## src/hdl/imp_pkg.sv

```systemverilog
// Package for the idle mode power control block.
// Assumes a single 250 MHz clock domain and a core that supplies bus values.
package imp_pkg;

  localparam int          CLK_MHZ      = 250;
  localparam int          PSC_W        = 8;
  localparam int          PSC_IDLE_BIT = 1;
  localparam logic [7:0]  PSC_RESET    = 8'h00;
  localparam logic [31:0] NMI_VEC_DEF  = 32'h0000_0010;
  // Resume takes one cycle: no oscillator settling is needed
  localparam int          WAKE_CYCLES  = 1;

  typedef enum logic [1:0] {
    IMP_OP_STORE,
    IMP_OP_SET,
    IMP_OP_CLR,
    IMP_OP_INV
  } imp_psc_op_t;

  typedef struct packed {
    logic [15:0] data;
    logic [23:0] addr;
    logic        rd_b;
    logic        we_b;
    logic        oe_b;
    logic        bus_cycle_start_strobe_b;
    logic        lwr_b;
    logic        uwr_b;
    logic        io_read_strobe_b;
    logic        io_write_strobe_b;
    logic [7:0]  cs_b;
    logic        bus_hold_acknowledge_b;
  } imp_bus_t;

  typedef struct packed {
    logic data;
    logic addr;
    logic ctl;
    logic bus_hold_acknowledge;
  } imp_bus_oe_t;

  typedef struct packed {
    logic [7:0] ras_b;
    logic       lcas_b;
    logic       upper_column_strobe_b;
    logic       refresh_request_output_b;
  } imp_dram_t;

  localparam imp_bus_t    BUS_RESET  = '{data: 16'h0000, addr: 24'h00_0000,
                                         cs_b: 8'hff, default: 1'b1};
  localparam imp_bus_oe_t OE_RESET   = '{default: 1'b0};
  localparam imp_dram_t   DRAM_RESET = '{ras_b: 8'hff, default: 1'b1};

endpackage : imp_pkg

```

## src/hdl/imp_idle_ctrl.sv

```systemverilog
// Idle mode power control: entry by power save register write, exit by
// the interrupt or reset pin, parking of the external expansion bus.
// Assumes all pins are synchronous to mclk and the core obeys the stop
// and clock enable outputs.
//
// Function
// RQ1: Oscillator runs, internal system clock gated off
// RQ2: Wake resumes at once, no stabilization wait
// RQ3: Store or bit instruction write enters idle
// RQ4: Execution stops, registers, RAM, ports retained
// RQ5: Peripherals halt, ports keep their held states
// RQ6: Byte, io strobes and chip selects high
// RQ7: Data, address, controls, hold acknowledge float
// RQ8: DRAM strobes run, hold/wait ignored, clock low
// RQ9: Only interrupt pin or reset pin exit
// RQ10: Interrupt pin wake also accepts the interrupt
// RQ11: Wake inside interrupt service leaves request pending
// RQ12: Wake service uses the single interrupt vector
// RQ13: Reset pin exit is a normal reset
`timescale 1ns/10ps
`default_nettype none

module imp_idle_ctrl #(
  parameter logic [31:0] NMI_VEC = imp_pkg::NMI_VEC_DEF
) (
  input  wire logic                 mclk,
  input  wire logic                 rst_b,
  input  wire logic                 psc_we,
  input  wire imp_pkg::imp_psc_op_t psc_op,
  input  wire logic [7:0]           psc_wdata,
  input  wire logic [2:0]           psc_bit,
  input  wire logic                 nmi_pin,
  input  wire logic                 reset_pin_b,
  input  wire logic                 in_nmi_srv,
  input  wire logic                 ext_mode,
  input  wire imp_pkg::imp_bus_t    core_bus,
  input  wire imp_pkg::imp_bus_oe_t core_oe,
  input  wire imp_pkg::imp_dram_t   core_dram,
  input  wire logic                 core_clock_output_pin,
  input  wire logic                 hold_req_pin,
  input  wire logic                 wait_pin,
  output logic                      osc_run,
  output logic                      sys_clk_en,
  output logic                      cpu_stop,
  output logic                      periph_stop,
  output logic                      port_hold,
  output logic                      idle_active,
  output logic                      sys_reset_req,
  output logic                      nmi_ack,
  output logic                      nmi_pend,
  output logic [31:0]               nmi_vector,
  output imp_pkg::imp_bus_t         bus_out,
  output imp_pkg::imp_bus_oe_t      bus_oe,
  output imp_pkg::imp_dram_t        dram_out,
  output logic                      hold_req_core,
  output logic                      wait_core,
  output logic                      clock_output_pin_pin
);
  import imp_pkg::*;

  typedef enum logic {
    IMP_RUN,
    IMP_IDLE
  } imp_state_t;

  imp_state_t       state_q;
  imp_state_t       state_d;
  logic [PSC_W-1:0] psc_q;
  logic [PSC_W-1:0] psc_d;
  logic [PSC_W-1:0] psc_new;
  logic             srv_q;
  logic             srv_d;
  logic             nmi_q;
  logic             nmi_rise;
  logic             ack_q;
  logic             ack_d;
  logic             pend_q;
  logic             pend_d;
  logic             rreq_q;
  logic             rreq_d;
  imp_bus_t         bus_q;
  imp_bus_t         bus_d;
  imp_bus_oe_t      oe_q;
  imp_bus_oe_t      oe_d;
  imp_dram_t        dram_q;
  logic             hreq_q;
  logic             hreq_d;
  logic             wait_q;
  logic             wait_d;
  logic             clko_q;
  logic             clko_d;
  logic             park;

  assign nmi_rise = nmi_pin & ~nmi_q;

  // Value the power save register takes for each instruction form
  always_comb begin
    psc_new = psc_q;
    unique case (psc_op)
      IMP_OP_STORE: psc_new = psc_wdata;
      IMP_OP_SET:   psc_new[psc_bit] = 1'b1;
      IMP_OP_CLR:   psc_new[psc_bit] = 1'b0;
      IMP_OP_INV:   psc_new[psc_bit] = ~psc_q[psc_bit];
    endcase
  end

  always_comb begin
    state_d = state_q;
    psc_d   = psc_q;
    srv_d   = srv_q;
    ack_d   = 1'b0;
    pend_d  = pend_q;
    rreq_d  = 1'b0;
    if (!reset_pin_b) begin
      // Same path as power-on: register and state return to reset values
      state_d = IMP_RUN; // RQ9
      psc_d   = PSC_RESET; // RQ13
      srv_d   = 1'b0;
      pend_d  = 1'b0;
      rreq_d  = 1'b1; // RQ13
    end else begin
      unique case (state_q)
        IMP_RUN: begin
          if (psc_we) begin
            psc_d = psc_new;
            if (psc_new[PSC_IDLE_BIT]) begin
              state_d = IMP_IDLE; // RQ3
              srv_d   = in_nmi_srv;
            end
          end
          // Ordinary interrupt path; a pending one is released once
          // the service routine has ended
          if (nmi_rise && in_nmi_srv) begin
            pend_d = 1'b1;
          end else if (nmi_rise || (pend_q && !in_nmi_srv)) begin
            ack_d  = 1'b1;
            pend_d = 1'b0;
          end
        end
        IMP_IDLE: begin
          if (nmi_rise) begin
            state_d             = IMP_RUN; // RQ9 RQ2
            psc_d[PSC_IDLE_BIT] = 1'b0;
            if (srv_q) begin
              pend_d = 1'b1; // RQ11
            end else begin
              ack_d = 1'b1; // RQ10
            end
          end
        end
      endcase
    end
  end

  always_ff @(posedge mclk or negedge rst_b) begin
    if (!rst_b) begin
      state_q <= IMP_RUN;
      psc_q   <= PSC_RESET;
      srv_q   <= 1'b0;
      nmi_q   <= 1'b0;
      ack_q   <= 1'b0;
      pend_q  <= 1'b0;
      rreq_q  <= 1'b0;
    end else begin
      state_q <= state_d;
      psc_q   <= psc_d;
      srv_q   <= srv_d;
      nmi_q   <= nmi_pin;
      ack_q   <= ack_d;
      pend_q  <= pend_d;
      rreq_q  <= rreq_d;
    end
  end

  // Clock generator never stops; only the system clock is gated
  assign osc_run       = 1'b1; // RQ1
  assign idle_active   = (state_q == IMP_IDLE);
  assign sys_clk_en    = ~idle_active; // RQ1
  assign cpu_stop      = idle_active; // RQ4
  assign periph_stop   = idle_active; // RQ5
  assign port_hold     = idle_active; // RQ4 RQ5
  assign sys_reset_req = rreq_q;
  assign nmi_ack       = ack_q;
  assign nmi_pend      = pend_q;
  // One handler address for every accepted interrupt
  assign nmi_vector    = NMI_VEC; // RQ12

  // Pins are parked from the cycle that idle is entered, so they are
  // registered from the next state rather than the current one
  assign park = (state_d == IMP_IDLE) && ext_mode;

  always_comb begin
    bus_d  = core_bus;
    oe_d   = core_oe;
    hreq_d = hold_req_pin;
    wait_d = wait_pin;
    clko_d = core_clock_output_pin;
    if (park) begin
      bus_d.lwr_b  = 1'b1; // RQ6
      bus_d.uwr_b  = 1'b1; // RQ6
      bus_d.io_read_strobe_b = 1'b1; // RQ6
      bus_d.io_write_strobe_b = 1'b1; // RQ6
      bus_d.cs_b   = 8'hff; // RQ6
      oe_d         = OE_RESET; // RQ7
    end
    if (state_d == IMP_IDLE) begin
      hreq_d = 1'b0; // RQ8
      wait_d = 1'b0; // RQ8
      clko_d = 1'b0; // RQ8
    end
  end

  always_ff @(posedge mclk or negedge rst_b) begin
    if (!rst_b) begin
      bus_q  <= BUS_RESET;
      oe_q   <= OE_RESET;
      dram_q <= DRAM_RESET;
      hreq_q <= 1'b0;
      wait_q <= 1'b0;
      clko_q <= 1'b0;
    end else begin
      bus_q  <= bus_d;
      oe_q   <= oe_d;
      dram_q <= core_dram; // RQ8
      hreq_q <= hreq_d;
      wait_q <= wait_d;
      clko_q <= clko_d;
    end
  end

  assign bus_out       = bus_q;
  assign bus_oe        = oe_q;
  assign dram_out      = dram_q;
  assign hold_req_core = hreq_q;
  assign wait_core     = wait_q;
  assign clock_output_pin_pin    = clko_q;

  a_idle_entry_store: assert property ( // RQ3
    @(posedge mclk) disable iff (!rst_b)
    (state_q == IMP_RUN && reset_pin_b && psc_we && psc_new[PSC_IDLE_BIT])
      |=> idle_active && !sys_clk_en && cpu_stop && osc_run
  ) else $error("idle not entered after register write");

  a_idle_only_pins: assert property ( // RQ9
    @(posedge mclk) disable iff (!rst_b)
    (idle_active && !nmi_rise && reset_pin_b) |=> idle_active
  ) else $error("idle left without interrupt or reset pin");

  a_wake_fast: assert property ( // RQ2
    @(posedge mclk) disable iff (!rst_b)
    (idle_active && nmi_rise && reset_pin_b)
      |=> !idle_active && sys_clk_en && !cpu_stop
  ) else $error("wake took more than one cycle");

  a_wake_accepts: assert property ( // RQ10
    @(posedge mclk) disable iff (!rst_b)
    (idle_active && nmi_rise && reset_pin_b && !srv_q)
      |=> nmi_ack && !nmi_pend ##1 !nmi_ack
  ) else $error("wake interrupt not accepted once");

  a_wake_pends: assert property ( // RQ11
    @(posedge mclk) disable iff (!rst_b)
    (idle_active && nmi_rise && reset_pin_b && srv_q)
      |=> nmi_pend && !nmi_ack
  ) else $error("wake inside service did not pend");

  a_park_strobes: assert property ( // RQ6
    @(posedge mclk) disable iff (!rst_b)
    $rose(idle_active) && $past(ext_mode)
      |-> bus_out.lwr_b && bus_out.uwr_b && bus_out.io_read_strobe_b
          && bus_out.io_write_strobe_b && (bus_out.cs_b == 8'hff)
  ) else $error("strobes not high on idle entry");

  a_park_float: assert property ( // RQ7
    @(posedge mclk) disable iff (!rst_b)
    (idle_active && $past(idle_active) && $past(ext_mode))
      |-> (bus_oe == OE_RESET)
  ) else $error("bus driven during idle");

  a_idle_clock_output_pin: assert property ( // RQ8
    @(posedge mclk) disable iff (!rst_b)
    idle_active |-> !clock_output_pin_pin && !hold_req_core && !wait_core
  ) else $error("clock or hold/wait active in idle");

  a_dram_runs: assert property ( // RQ8
    @(posedge mclk) disable iff (!rst_b)
    idle_active |-> (dram_out == $past(core_dram))
  ) else $error("dram strobes stopped in idle");

  a_reset_exit: assert property ( // RQ13
    @(posedge mclk) disable iff (!rst_b)
    !reset_pin_b |=> sys_reset_req && !idle_active && !nmi_pend
  ) else $error("reset pin did not act as reset");

  a_pend_release: assert property ( // RQ11
    @(posedge mclk) disable iff (!rst_b)
    (!idle_active && pend_q && !in_nmi_srv && !nmi_rise && reset_pin_b)
      |=> nmi_ack && !nmi_pend
  ) else $error("pending interrupt not released after service");

  a_clock_gating: assert property ( // RQ1 RQ5
    @(posedge mclk) disable iff (!rst_b)
    osc_run && (sys_clk_en != idle_active) && (periph_stop == idle_active)
  ) else $error("oscillator stopped or system clock not gated");

  a_vector_fixed: assert property ( // RQ12
    @(posedge mclk) disable iff (!rst_b)
    nmi_ack |-> (nmi_vector == NMI_VEC)
  ) else $error("interrupt accepted with another vector");

endmodule : imp_idle_ctrl

`default_nettype wire

```

## config.mk

```make
export PLATFORM = sky130hd
export DESIGN_NAME = imp_idle_ctrl
export DESIGN_NICKNAME = d
export VERILOG_FILES = /design/src/hdl/imp_pkg.sv /design/src/hdl/imp_idle_ctrl.sv
export SDC_FILE = /design/constraint.sdc
export NUM_CORES = 1
export LEC_CHECK = 0
export BUFFER_PORTS_ARGS = -buffer_cell sky130_fd_sc_hd__buf_2
export CORE_ASPECT_RATIO = 0.8
export CORE_MARGIN = 2
export CORE_UTILIZATION = 32
export DETAILED_ROUTE_END_ITERATION = 8
export PLACE_DENSITY = 0.64
export SKIP_LAST_GASP = 1
export SYNTH_ARGS = -nofsm -noshare
export SYNTH_HDL_FRONTEND = slang
export SYNTH_SLANG_ARGS = --single-unit
```

## constraint.sdc

```tcl
create_clock -name mclk -period 1.9 [get_ports mclk]
set_input_delay 0.285 -clock mclk [delete_from_list [all_inputs] [get_ports mclk]]
set_output_delay 0.285 -clock mclk [all_outputs]
set_load 0.02 [all_outputs]
```

==> out/qor.yml, run 1 <==
pwr:
  switching_power_uw: 983
  p_leak_nw: 2.01
  clockPowerShare_pct: 34.9
  pwr-share-comb_pct: 13.7
  peakVddDrop_v: 0.000340
  swShare_pct: 26.6
  power_density_nw_per_um2: 977
  p_int_mw: 2.71
  p_seq_share_pct: 51.4
logic_synthesis:
  synthCells: 170
  synth-edff-count: 0
  syn-mean-instance-area_um2: 15.9
  yosysTopAreaCell: "dfrtp_1"
  synth_flop_cell: "dfrtp_1"
  ys_ff_latch: 82
  synthArstFlopShare_pct: 100
  yosysSeqAreaShare_pct: 77.2
  synth.area.top_cells: "dfrtp_1 (50%), dfstp_2 (27%), buf_4 (10%)"
  synth_top_area_share_pct: 50.0
  yosys_warnings: 0
  ys_types: 26
  netlist_area_um2: 2710
cells_and_area:
  nNetsFinal: 443
  mostFrequentLayoutCell: "buf_2"
  drive_gt1_share_pct: 63.2
  largest_reg_flops: 57
  diodes: 0
  final_cell_mix: "buf_2 (169), dfrtp_1 (54), conb_1 (33)"
  layout-area-overhead-vs-synth_pct: 39.5
  design_area_um2: 3770
global_routing:
  grt_max_degree: 34
  grt.met1_usage_pct: 14.2
  busiest_layer: "met2"
  track_usage_pct: 13.3
  grtUsageMet2_pct: 23.6
  met3_usage_pct: 5.11
  antenna_found_initial: 0
  grt-ovfl-total: 0
  grt_pass1_vias: 1790
  grt_pass1_wl_mm: 9.15
sta:
  final-setup-viol-count: 0
  rsz0062_at_grt: "false"
  timing.final.crit_share_pct: 84.3
  setup_tns_ns: 0
  drv_slew: 0
  finClkSkew_ns: 0.00292
  layout_min_cycle_time_ns: 1.60
  fmax_mhz: 625
  setup_slack_ns: 0.299
  hold_viol: 0
routing:
  initialDrtViolationCount: 66
  drc: 0
  vias: 1758
  wirelength_mm: 6.09
  antenna_left: 0
  first_pass_iters: 4
  avgViaCountPerCell: 3.81
  avgRoutedWirePerCell_um: 13.2
cts:
  cts_buffers: 9
  cts_num_sinks: 82
  tritoncts: "done"
  clk_path_buf_depth: 2
  clkSlewWorstSetupHoldPaths_ns: 0.08
  cts_htree_levels: 3
  insertion_delay_ns: 0.34
  cts-root-buf: "clkbuf_8"
hold_path:
  holdCritStartpoint: "core_bus[14]"
  hp-class: "input port to flip-flop"
critical_path:
  worst_r2r_startpoint: "psc_q[1]"
  cpMaxStageDelayCell: "dfrtp_1"
  worst-path-max-fanout: 16
  critical_path_class: "flip-flop to flip-flop"
  worstPathArrival_ns: 1.84
  startpoint: "psc_q[1]"
  cp-end-kind: "flip-flop"
  required_ns: 2.14
  crit_family: "simple AND/OR/NAND/NOR gates"
  cp_slowest_stage_delay_ns: 0.42
  path_buf_inv: 0
  startpoint_type: "flip-flop"
  crit_chain: "nor4bb_1 > o21a_1 > o31a_2 > nand2b_4 > and2_4"
floorplan:
  die_h_um: 86.2
  die_area_um2: 9210
  die_w_um: 107
  rows: 29
  core_area_um2: 8060
  initial_core_util_pct: 33.6
  ios: 211
placed_design:
  placed_area_um2: 3550
  portBuffers: 170
  dpl.hpwl_mm: 4.89
  gp_congestion: 0.804
  pre_cts_ws_ns: 0.235
status:
  status: "complete, no violations"
job:
  drv_cap: 0
## kinds of logic (layout without fill, tap and decap cells)
logic type | Yosys count | in the layout | synth area share, %
flops | 82 | 82 | 77.2
buf+inv | 42 | 194 | 11.4
simple gates | 35 | 35 | 8.65
compound gates | 8 | 8 | 2.17
other cells | 2 | 33 | 0.278
mux | 1 | 1 | 0.370
## final timing paths
check                              endpoint  slack (ns)  cells after the start
worst max-delay path              bus_oe[3]        0.30                      5
worst min-delay path            bus_out[14]        0.03                      1
worst max register to register    bus_oe[3]        0.30                      5
worst min register to register        srv_q        0.53                      2
max in group asynchronous        bus_out[5]        0.85                      3
min in group asynchronous       bus_out[19]        0.42                      2
## layout make-up
cell class / count / area (µm²)
timing repair buffer: 174 / 898
sequential: 82 / 2090
clock buffer: 10 / 138
inverter: 4 / 15.0
clock inverter: 6 / 75.1
fill: 771 / 4280
tap: 108 / 135
multi-input combinational: 77 / 427
## timing repair
item	in CTS	in global routing
endpoints found under the setup margin	0	0
hold buffers	1	0
buffers inserted	0	0
hold endpoints to repair	22	0
gates resized for setup	0	0
## layer usage
layer	up-vias	wire, µm
met3	11	650
met2	114	3140
met4	0	113
met1	817	2190
li1	816	-
met5	-	0
## cell usage after synthesis, types with 2 or more instances
cell type	n
conb_1	2
inv_1	4
nor2_1	5
a21oi_1	2
dfrtp_1	54
buf_4	36
or2b_1	6
nand2b_1	9
and2_1	3
and2_4	4
buf_6	2
dfstp_2	28
nand3_1	2
## metrics by stage
stage / utilization, % / instances / hold slack (ns) / total power, mW
2_1_floorplan: - / 201 / -0.0106 / 2.25
3_3_place_gp: 44.1 / 444 / 0.260 / 2.43
3_5_place_dp: 44.1 / 444 / 0.263 / 2.44
4_1_cts: 46.9 / 461 / 0.00480 / 3.76
5_1_grt: 46.9 / 461 / 0.00516 / 3.88
6_report: 46.9 / 461 / 0.0333 / 3.69
## power groups by stage
stage               clock network [mW]  logic (mW)  registers, mW
floorplan                            0       0.190           2.06
global placement                     0       0.505           1.93
detailed placement                   0       0.512           1.93
CTS                               1.35       0.514           1.90
global route                      1.42       0.549           1.91
finish                            1.29       0.505           1.90
Power figures use the tool's default switching activity.
==> run 2, diff against run 1 <==
==> constraint.sdc (replaced) <==
create_clock -name mclk -period 1.5 [get_ports mclk]
set_input_delay 0.225 -clock mclk [delete_from_list [all_inputs] [get_ports mclk]]
set_output_delay 0.225 -clock mclk [all_outputs]
set_load 0.02 [all_outputs]
==> run 2 against run 1 <==
Compared with the run above: the flow now finishes with violations (setup timing); register-to-register slack lost 0.34 ns; combinational power is 60% higher; cell count rose by 13%; worst hold slack improved by 0.033 ns; maximum frequency increased by 4.0%; critical path depth unchanged; power increased by 26%; clock power increased by 10%; non-clock buffer count is 60 higher; first-iteration DRC count grew 17%; critical path type unchanged; highest routed layer unchanged.
==> out/qor.yml, run 2 (synthesis gave the netlist of run 1 again) <==
pwr:
  p_leak_nw: 2.28  # +13%
  p_total_mw: 4.64  # +26%
  peakVddDrop_v: 0.000524  # +54%
  power_density_nw_per_um2: 1060  # +8.2%
sta:
  finClkSkew_ns: 0.00537  # +0.00245 ns
  drv_slew: 0  # unchanged
  layout_min_cycle_time_ns: 1.54  # -0.0618 ns
  final-setup-viol-count: 10  # +10
  fmax_mhz: 650  # +4.0%
  timing.final.crit_share_pct: 103  # +18 points
  fin_hold_ws_ns: 0.0663  # +0.0330 ns
  rsz0062_at_grt: "true"
  setup_slack_ns: -0.0394  # -0.338 ns
  hold_viol: 0  # unchanged
floorplan:
  rows: 29  # unchanged
  initial_core_util_pct: 33.6  # unchanged
  core_area_um2: 8060  # unchanged
  die_w_um: 107  # unchanged
  die_area_um2: 9210  # unchanged
  ios: 211  # unchanged
  die_h_um: 86.2  # unchanged
cts:
  cts_buffers: 9  # unchanged
  clkSlewWorstSetupHoldPaths_ns: 0.08  # about the same
  clk_path_buf_depth: 2  # unchanged
  cts_htree_levels: 3  # unchanged
  tritoncts: "done"
  cts_num_sinks: 82  # unchanged
  insertion_delay_ns: 0.34  # about the same
  cts-root-buf: "clkbuf_8"
global_routing:
  grt_pass1_wl_mm: 11.7  # +28%
  grt_pass1_vias: 2232  # +25%
  grt_max_degree: 43  # +26%
  track_usage_pct: 17.2  # +3.9 points
  grt-ovfl-total: 0  # unchanged
  antenna_found_initial: 0  # unchanged
placed_design:
  place_inst: 446  # +0.45%
  gp_congestion: 0.729  # -9.3%
  portBuffers: 170  # unchanged
  dpl.hpwl_mm: 5.08  # +3.8%
critical_path:
  worstPathArrival_ns: 1.77  # -0.07 ns
  cpMaxStageDelayCell: "dfrtp_1"
  required_ns: 1.73  # -0.41 ns
  cp-end-kind: "flip-flop"
  startpoint_type: "flip-flop"
  crit_chain: "nor4bb_4 > o21a_1 > o31a_4 > nand2b_4 > and2_4"
  cp_slowest_stage_delay_ns: 0.42  # about the same
  worst-path-max-fanout: 8  # -8
  critical_path_class: "flip-flop to flip-flop"
routing:
  drc: 0  # unchanged
  vias: 2100  # +19%
  initialDrtViolationCount: 77  # +17%
  first_pass_iters: 4  # unchanged
  antenna_left: 0  # unchanged
  avgViaCountPerCell: 4.02  # +5.5%
  avgRoutedWirePerCell_um: 15.0  # +13%
  wirelength_mm: 7.81  # +28%
cells_and_area:
  mostFrequentLayoutCell: "buf_2"
  num-fill-cells: 698  # -9.5%
  diodes: 0  # unchanged
  largest_reg_flops: 57  # unchanged
  drive_gt1_share_pct: 55.8  # -7.4 points
  final_cell_mix: "buf_2 (169), dlygate4sd3_1 (58), dfrtp_1 (53)"
  layout-area-overhead-vs-synth_pct: 62.2
  stdcell_count: 522  # +13%
  nNetsFinal: 504  # +14%
hold_path:
  hp-class: "input port to flip-flop"
status:
  status: "complete, but fails checks"
  violations: "setup timing"
job:
  drv_cap: 0  # unchanged
[run 2: metrics by stage]
step	utilization (%)	TNS, ns	setup slack, ns	area, µm²
final	54.5	-0.235	-0.0394	4390
after detailed placement	44.3	-1.19	-0.130	3570
after CTS	54.1	-0.434	-0.0579	4360
after global routing	54.5	-1.20	-0.108	4390
after floorplan	-	-0.180	-0.0449	2830
after global placement	44.3	-0.744	-0.0900	3570
[run 2: final timing paths]
path | from | end | slack (ns) | depth (start not counted)
min | core_bus[12] | bus_out[12] | 0.07 | 2
min in group asynchronous | rst_b | bus_out[23] | 0.35 | 2
min reg2reg | srv_q | srv_q | 0.52 | 2
max in group asynchronous | rst_b | bus_out[7] | 0.54 | 3
max | psc_q[1] | bus_oe[2] | -0.04 | 5
max reg2reg | psc_q[1] | bus_oe[2] | -0.04 | 5
[run 2: layer usage]
layer | vias up | GRT usage, % | routed length (µm)
met5 | - | 0 | 0
met4 | 0 | 6.26 | 157
met3 | 13 | 6.02 | 702
met2 | 119 | 31.3 | 4150
met1 | 1021 | 18.6 | 2800
li1 | 947 | - | -
[run 2: where the power goes]
group | internal (mW) | switching (mW) | total, mW
Combinational | 0.343 | 0.465 | 0.808
Sequential | 2.37 | 0.0405 | 2.41
Clock | 0.619 | 0.801 | 1.42
Total | 3.33 | 1.31 | 4.64
[run 2: area by class of cell]
| cell class | instances | area, µm² | share of cell area (%) |
|---|---|---|---|
| tap | 108 | 135 | 3.08 |
| timing repair buffer | 234 | 1490 | 34.0 |
| clock buffer | 10 | 128 | 2.91 |
| sequential | 82 | 2090 | 47.6 |
| clock inverter | 6 | 48.8 | 1.11 |
| multi-input combinational | 78 | 478 | 10.9 |
| inverter | 4 | 17.5 | 0.399 |
[run 2: critical path, delay by kind of cell (launching register included)]
kind | cells | cell delay (ns)
AOI/OAI and AO/OA | 2 | 0.51
and+or+nand+nor | 3 | 0.50
DFF | 1 | 0.42
[run 2: repair_timing]
action / in CTS / in global routing
gates cloned: 1 / 0
resized for setup: 3 / 3
pin swaps: 1 / 0
hold buffers: 58 / 0
buffers inserted: 0 / 1
hold endpoints to repair: 79 / 0
endpoints found under the setup margin: 16 / 15
==> run 3, diff against run 2 <==
--- a/config.mk
+++ b/config.mk
@@ -7,7 +7,7 @@
 export LEC_CHECK = 0
 export BUFFER_PORTS_ARGS = -buffer_cell sky130_fd_sc_hd__buf_2
 export CORE_ASPECT_RATIO = 0.8
-export CORE_MARGIN = 2
+export CORE_MARGIN = 3
 export CORE_UTILIZATION = 32
 export DETAILED_ROUTE_END_ITERATION = 8
 export PLACE_DENSITY = 0.64
==> run 3 against run 2 <==
Compared with the run above: the run still ends with setup timing left; non-clock buffer count fell by 3; worst hold slack got worse by 0.0045 ns; clock power rose by 30%; register-to-register slack improved by 0.03 ns; power rose by 8.7%; worst setup slack improved by 0.029 ns; clock-buffer cell count did not move; sequential share of layout area fell by 0.30 points; critical path depth did not move; maximum frequency rose by 1.9%; flip-flop and latch count did not move.
==> out/qor.yml, run 3 (synthesis gave the netlist of run 1 again) <==
critical_path:
  cp-end-kind: "flip-flop"
  critical_path_class: "flip-flop to flip-flop"
  worstPathArrival_ns: 1.75  # -0.02 ns
  required_ns: 1.74  # about the same
  startpoint_type: "flip-flop"
  rrSetupSlack_ns: -0.01  # +0.03 ns
  ff2ff_path_depth: 5  # unchanged
  worst_r2r_startpoint: "psc_q[1]"
  reg2reg_to: "bus_oe[0]"
  worst-path-max-fanout: 8  # unchanged
  startpoint: "psc_q[1]"
cells_and_area:
  final_cell_mix: "buf_2 (169), dlygate4sd3_1 (58), dfrtp_1 (53)"
  largest_reg_flops: 57  # unchanged
  nNetsFinal: 501  # -0.60%
  drive_gt1_share_pct: 55.5  # -0.32 points
  diodes: 0  # unchanged
  layout-area-overhead-vs-synth_pct: 63.2
  stdcell_count: 519  # -0.57%
  mostFrequentLayoutCell: "buf_2"
floorplan:
  core_area_um2: 8060  # unchanged
  die_area_um2: 9600  # +4.2%
  die_w_um: 109  # +1.9%
  die_h_um: 88.2  # +2.3%
  ios: 211  # unchanged
  rows: 29  # unchanged
  initial_core_util_pct: 33.6  # unchanged
cts:
  cts_htree_levels: 3  # unchanged
  clk_path_buf_depth: 2  # unchanged
  cts-root-buf: "clkbuf_8"
  cts_num_sinks: 82  # unchanged
  tritoncts: "done"
  insertion_delay_ns: 0.34  # about the same
  cts_buffers: 9  # unchanged
  clkSlewWorstSetupHoldPaths_ns: 0.08  # about the same
routing:
  vias: 2043  # -2.7%
  wirelength_mm: 7.89  # +1.0%
  first_pass_iters: 4  # unchanged
  initialDrtViolationCount: 62  # -19%
  avgViaCountPerCell: 3.94  # -2.2%
  avgRoutedWirePerCell_um: 15.2  # +1.6%
  antenna_left: 0  # unchanged
  drc: 0  # unchanged
global_routing:
  track_usage_pct: 15.9  # -1.3 points
  antenna_found_initial: 0  # unchanged
  grt_max_degree: 83  # +93%
  grt-ovfl-total: 0  # unchanged
  grt_pass1_vias: 2098  # -6.0%
  grt_pass1_wl_mm: 11.2  # -4.4%
pwr:
  p_leak_nw: 2.29  # +0.64%
  peakVddDrop_v: 0.000478  # -8.8%
  power_density_nw_per_um2: 1140  # +8.0%
sta:
  finClkSkew_ns: 0.00302  # -0.00235 ns
  hold_viol: 0  # unchanged
  fmax_mhz: 662  # +1.9%
  timing.final.crit_share_pct: 101  # -1.9 points
  setup_tns_ns: -0.0354  # +0.200 ns
  drv_slew: 0  # unchanged
  layout_min_cycle_time_ns: 1.51  # -0.0289 ns
  rsz0062_at_grt: "true"
  setup_slack_ns: -0.0105  # +0.0289 ns
  final-setup-viol-count: 4  # -6
hold_path:
  whs_endpoint: "bus_out[4]"
  holdCritStartpoint: "core_bus[4]"
  min_delay_path_depth: 2  # unchanged
  hp-class: "input port to flip-flop"
placed_design:
  pre_cts_ws_ns: -0.124  # +0.00682 ns
  dpl.hpwl_mm: 4.86  # -4.3%
  gp_congestion: 0.707  # -3.1%
  place_inst: 443  # -0.67%
  portBuffers: 170  # unchanged
status:
  status: "complete, but fails checks"
  violations: "setup timing"
job:
  drv_cap: 0  # unchanged
==> run 3: changes by cell type in the layout (fill, tap and decap cells not counted) <==
cell / delta
buf_4: -3
bufinv_16: +2
clkbuf_1: -1
clkbuf_8: +1
clkinvlp_4: -2
inv_6: -1
inv_8: +1
nand2b_1: +1
nand2b_4: -1
==> run 3: final cells by class <==
type                    instances  area (µm²)
flip-flops and latches         82        2090
multi-input cells              78         470
repair buffers                231        1470
inverters                       4        17.5
fillers                       694        3640
clock inverters                 6        96.3
clock buffers                  10         138
well taps                     108         135
==> run 3: worst max path at each step <==
stage                 endpoint  slack [ns]  depth (start not counted)
detailed placement  bus_out[6]       -0.12                          6
global placement     bus_oe[2]       -0.09                          5
floorplan            bus_oe[0]       -0.04                          6
global route         bus_oe[0]       -0.07                          5
finish               bus_oe[0]       -0.01                          5
CTS                  bus_oe[0]      -0.007                          5
==> run 3: metrics by stage <==
step	utilization, %	hold WS, ns	cell area (µm²)	total power [mW]
floorplan	-	-0.0706	2830	2.86
global placement	44.1	0.284	3550	3.08
detailed placement	44.1	0.289	3550	3.09
CTS	54.5	0.0329	4390	5.11
global route	54.8	0.0387	4410	5.29
finish	54.8	0.0618	4410	5.04
==> run 3: timing repair <==
item | CTS | global route
cloned | 1 | 0
hold buffers | 58 | 0
endpoints found under the setup margin | 16 | 11
hold endpoints to repair | 111 | 0
buffers inserted | 0 | 1
pin swaps | 1 | 0
gates resized for setup | 3 | 2
==> run 3: per-layer routing <==
metal / GRT usage [%] / vias to the layer above / wire length [µm]
met5: 0 / - / 0
met2: 28.2 / 116 / 4130
li1: - / 936 / -
met4: 5.73 / 0 / 135
met3: 6.42 / 11 / 853
met1: 17.4 / 980 / 2770
==> run 3: worst max-delay path: stages, from the launching register on <==
cell	delay, ns
dfrtp_1	0.41
nor4bb_4	0.16
o21a_1	0.19
o31a_4	0.32
nand2b_4	0.19
and2_4	0.14
==> run 3: where the power goes <==
group / internal [mW] / total, mW / switching (mW)
Clock: 1.01 / 1.84 / 0.830
Sequential: 2.37 / 2.41 / 0.0380
Combinational: 0.335 / 0.796 / 0.460
Total: 3.71 / 5.04 / 1.33
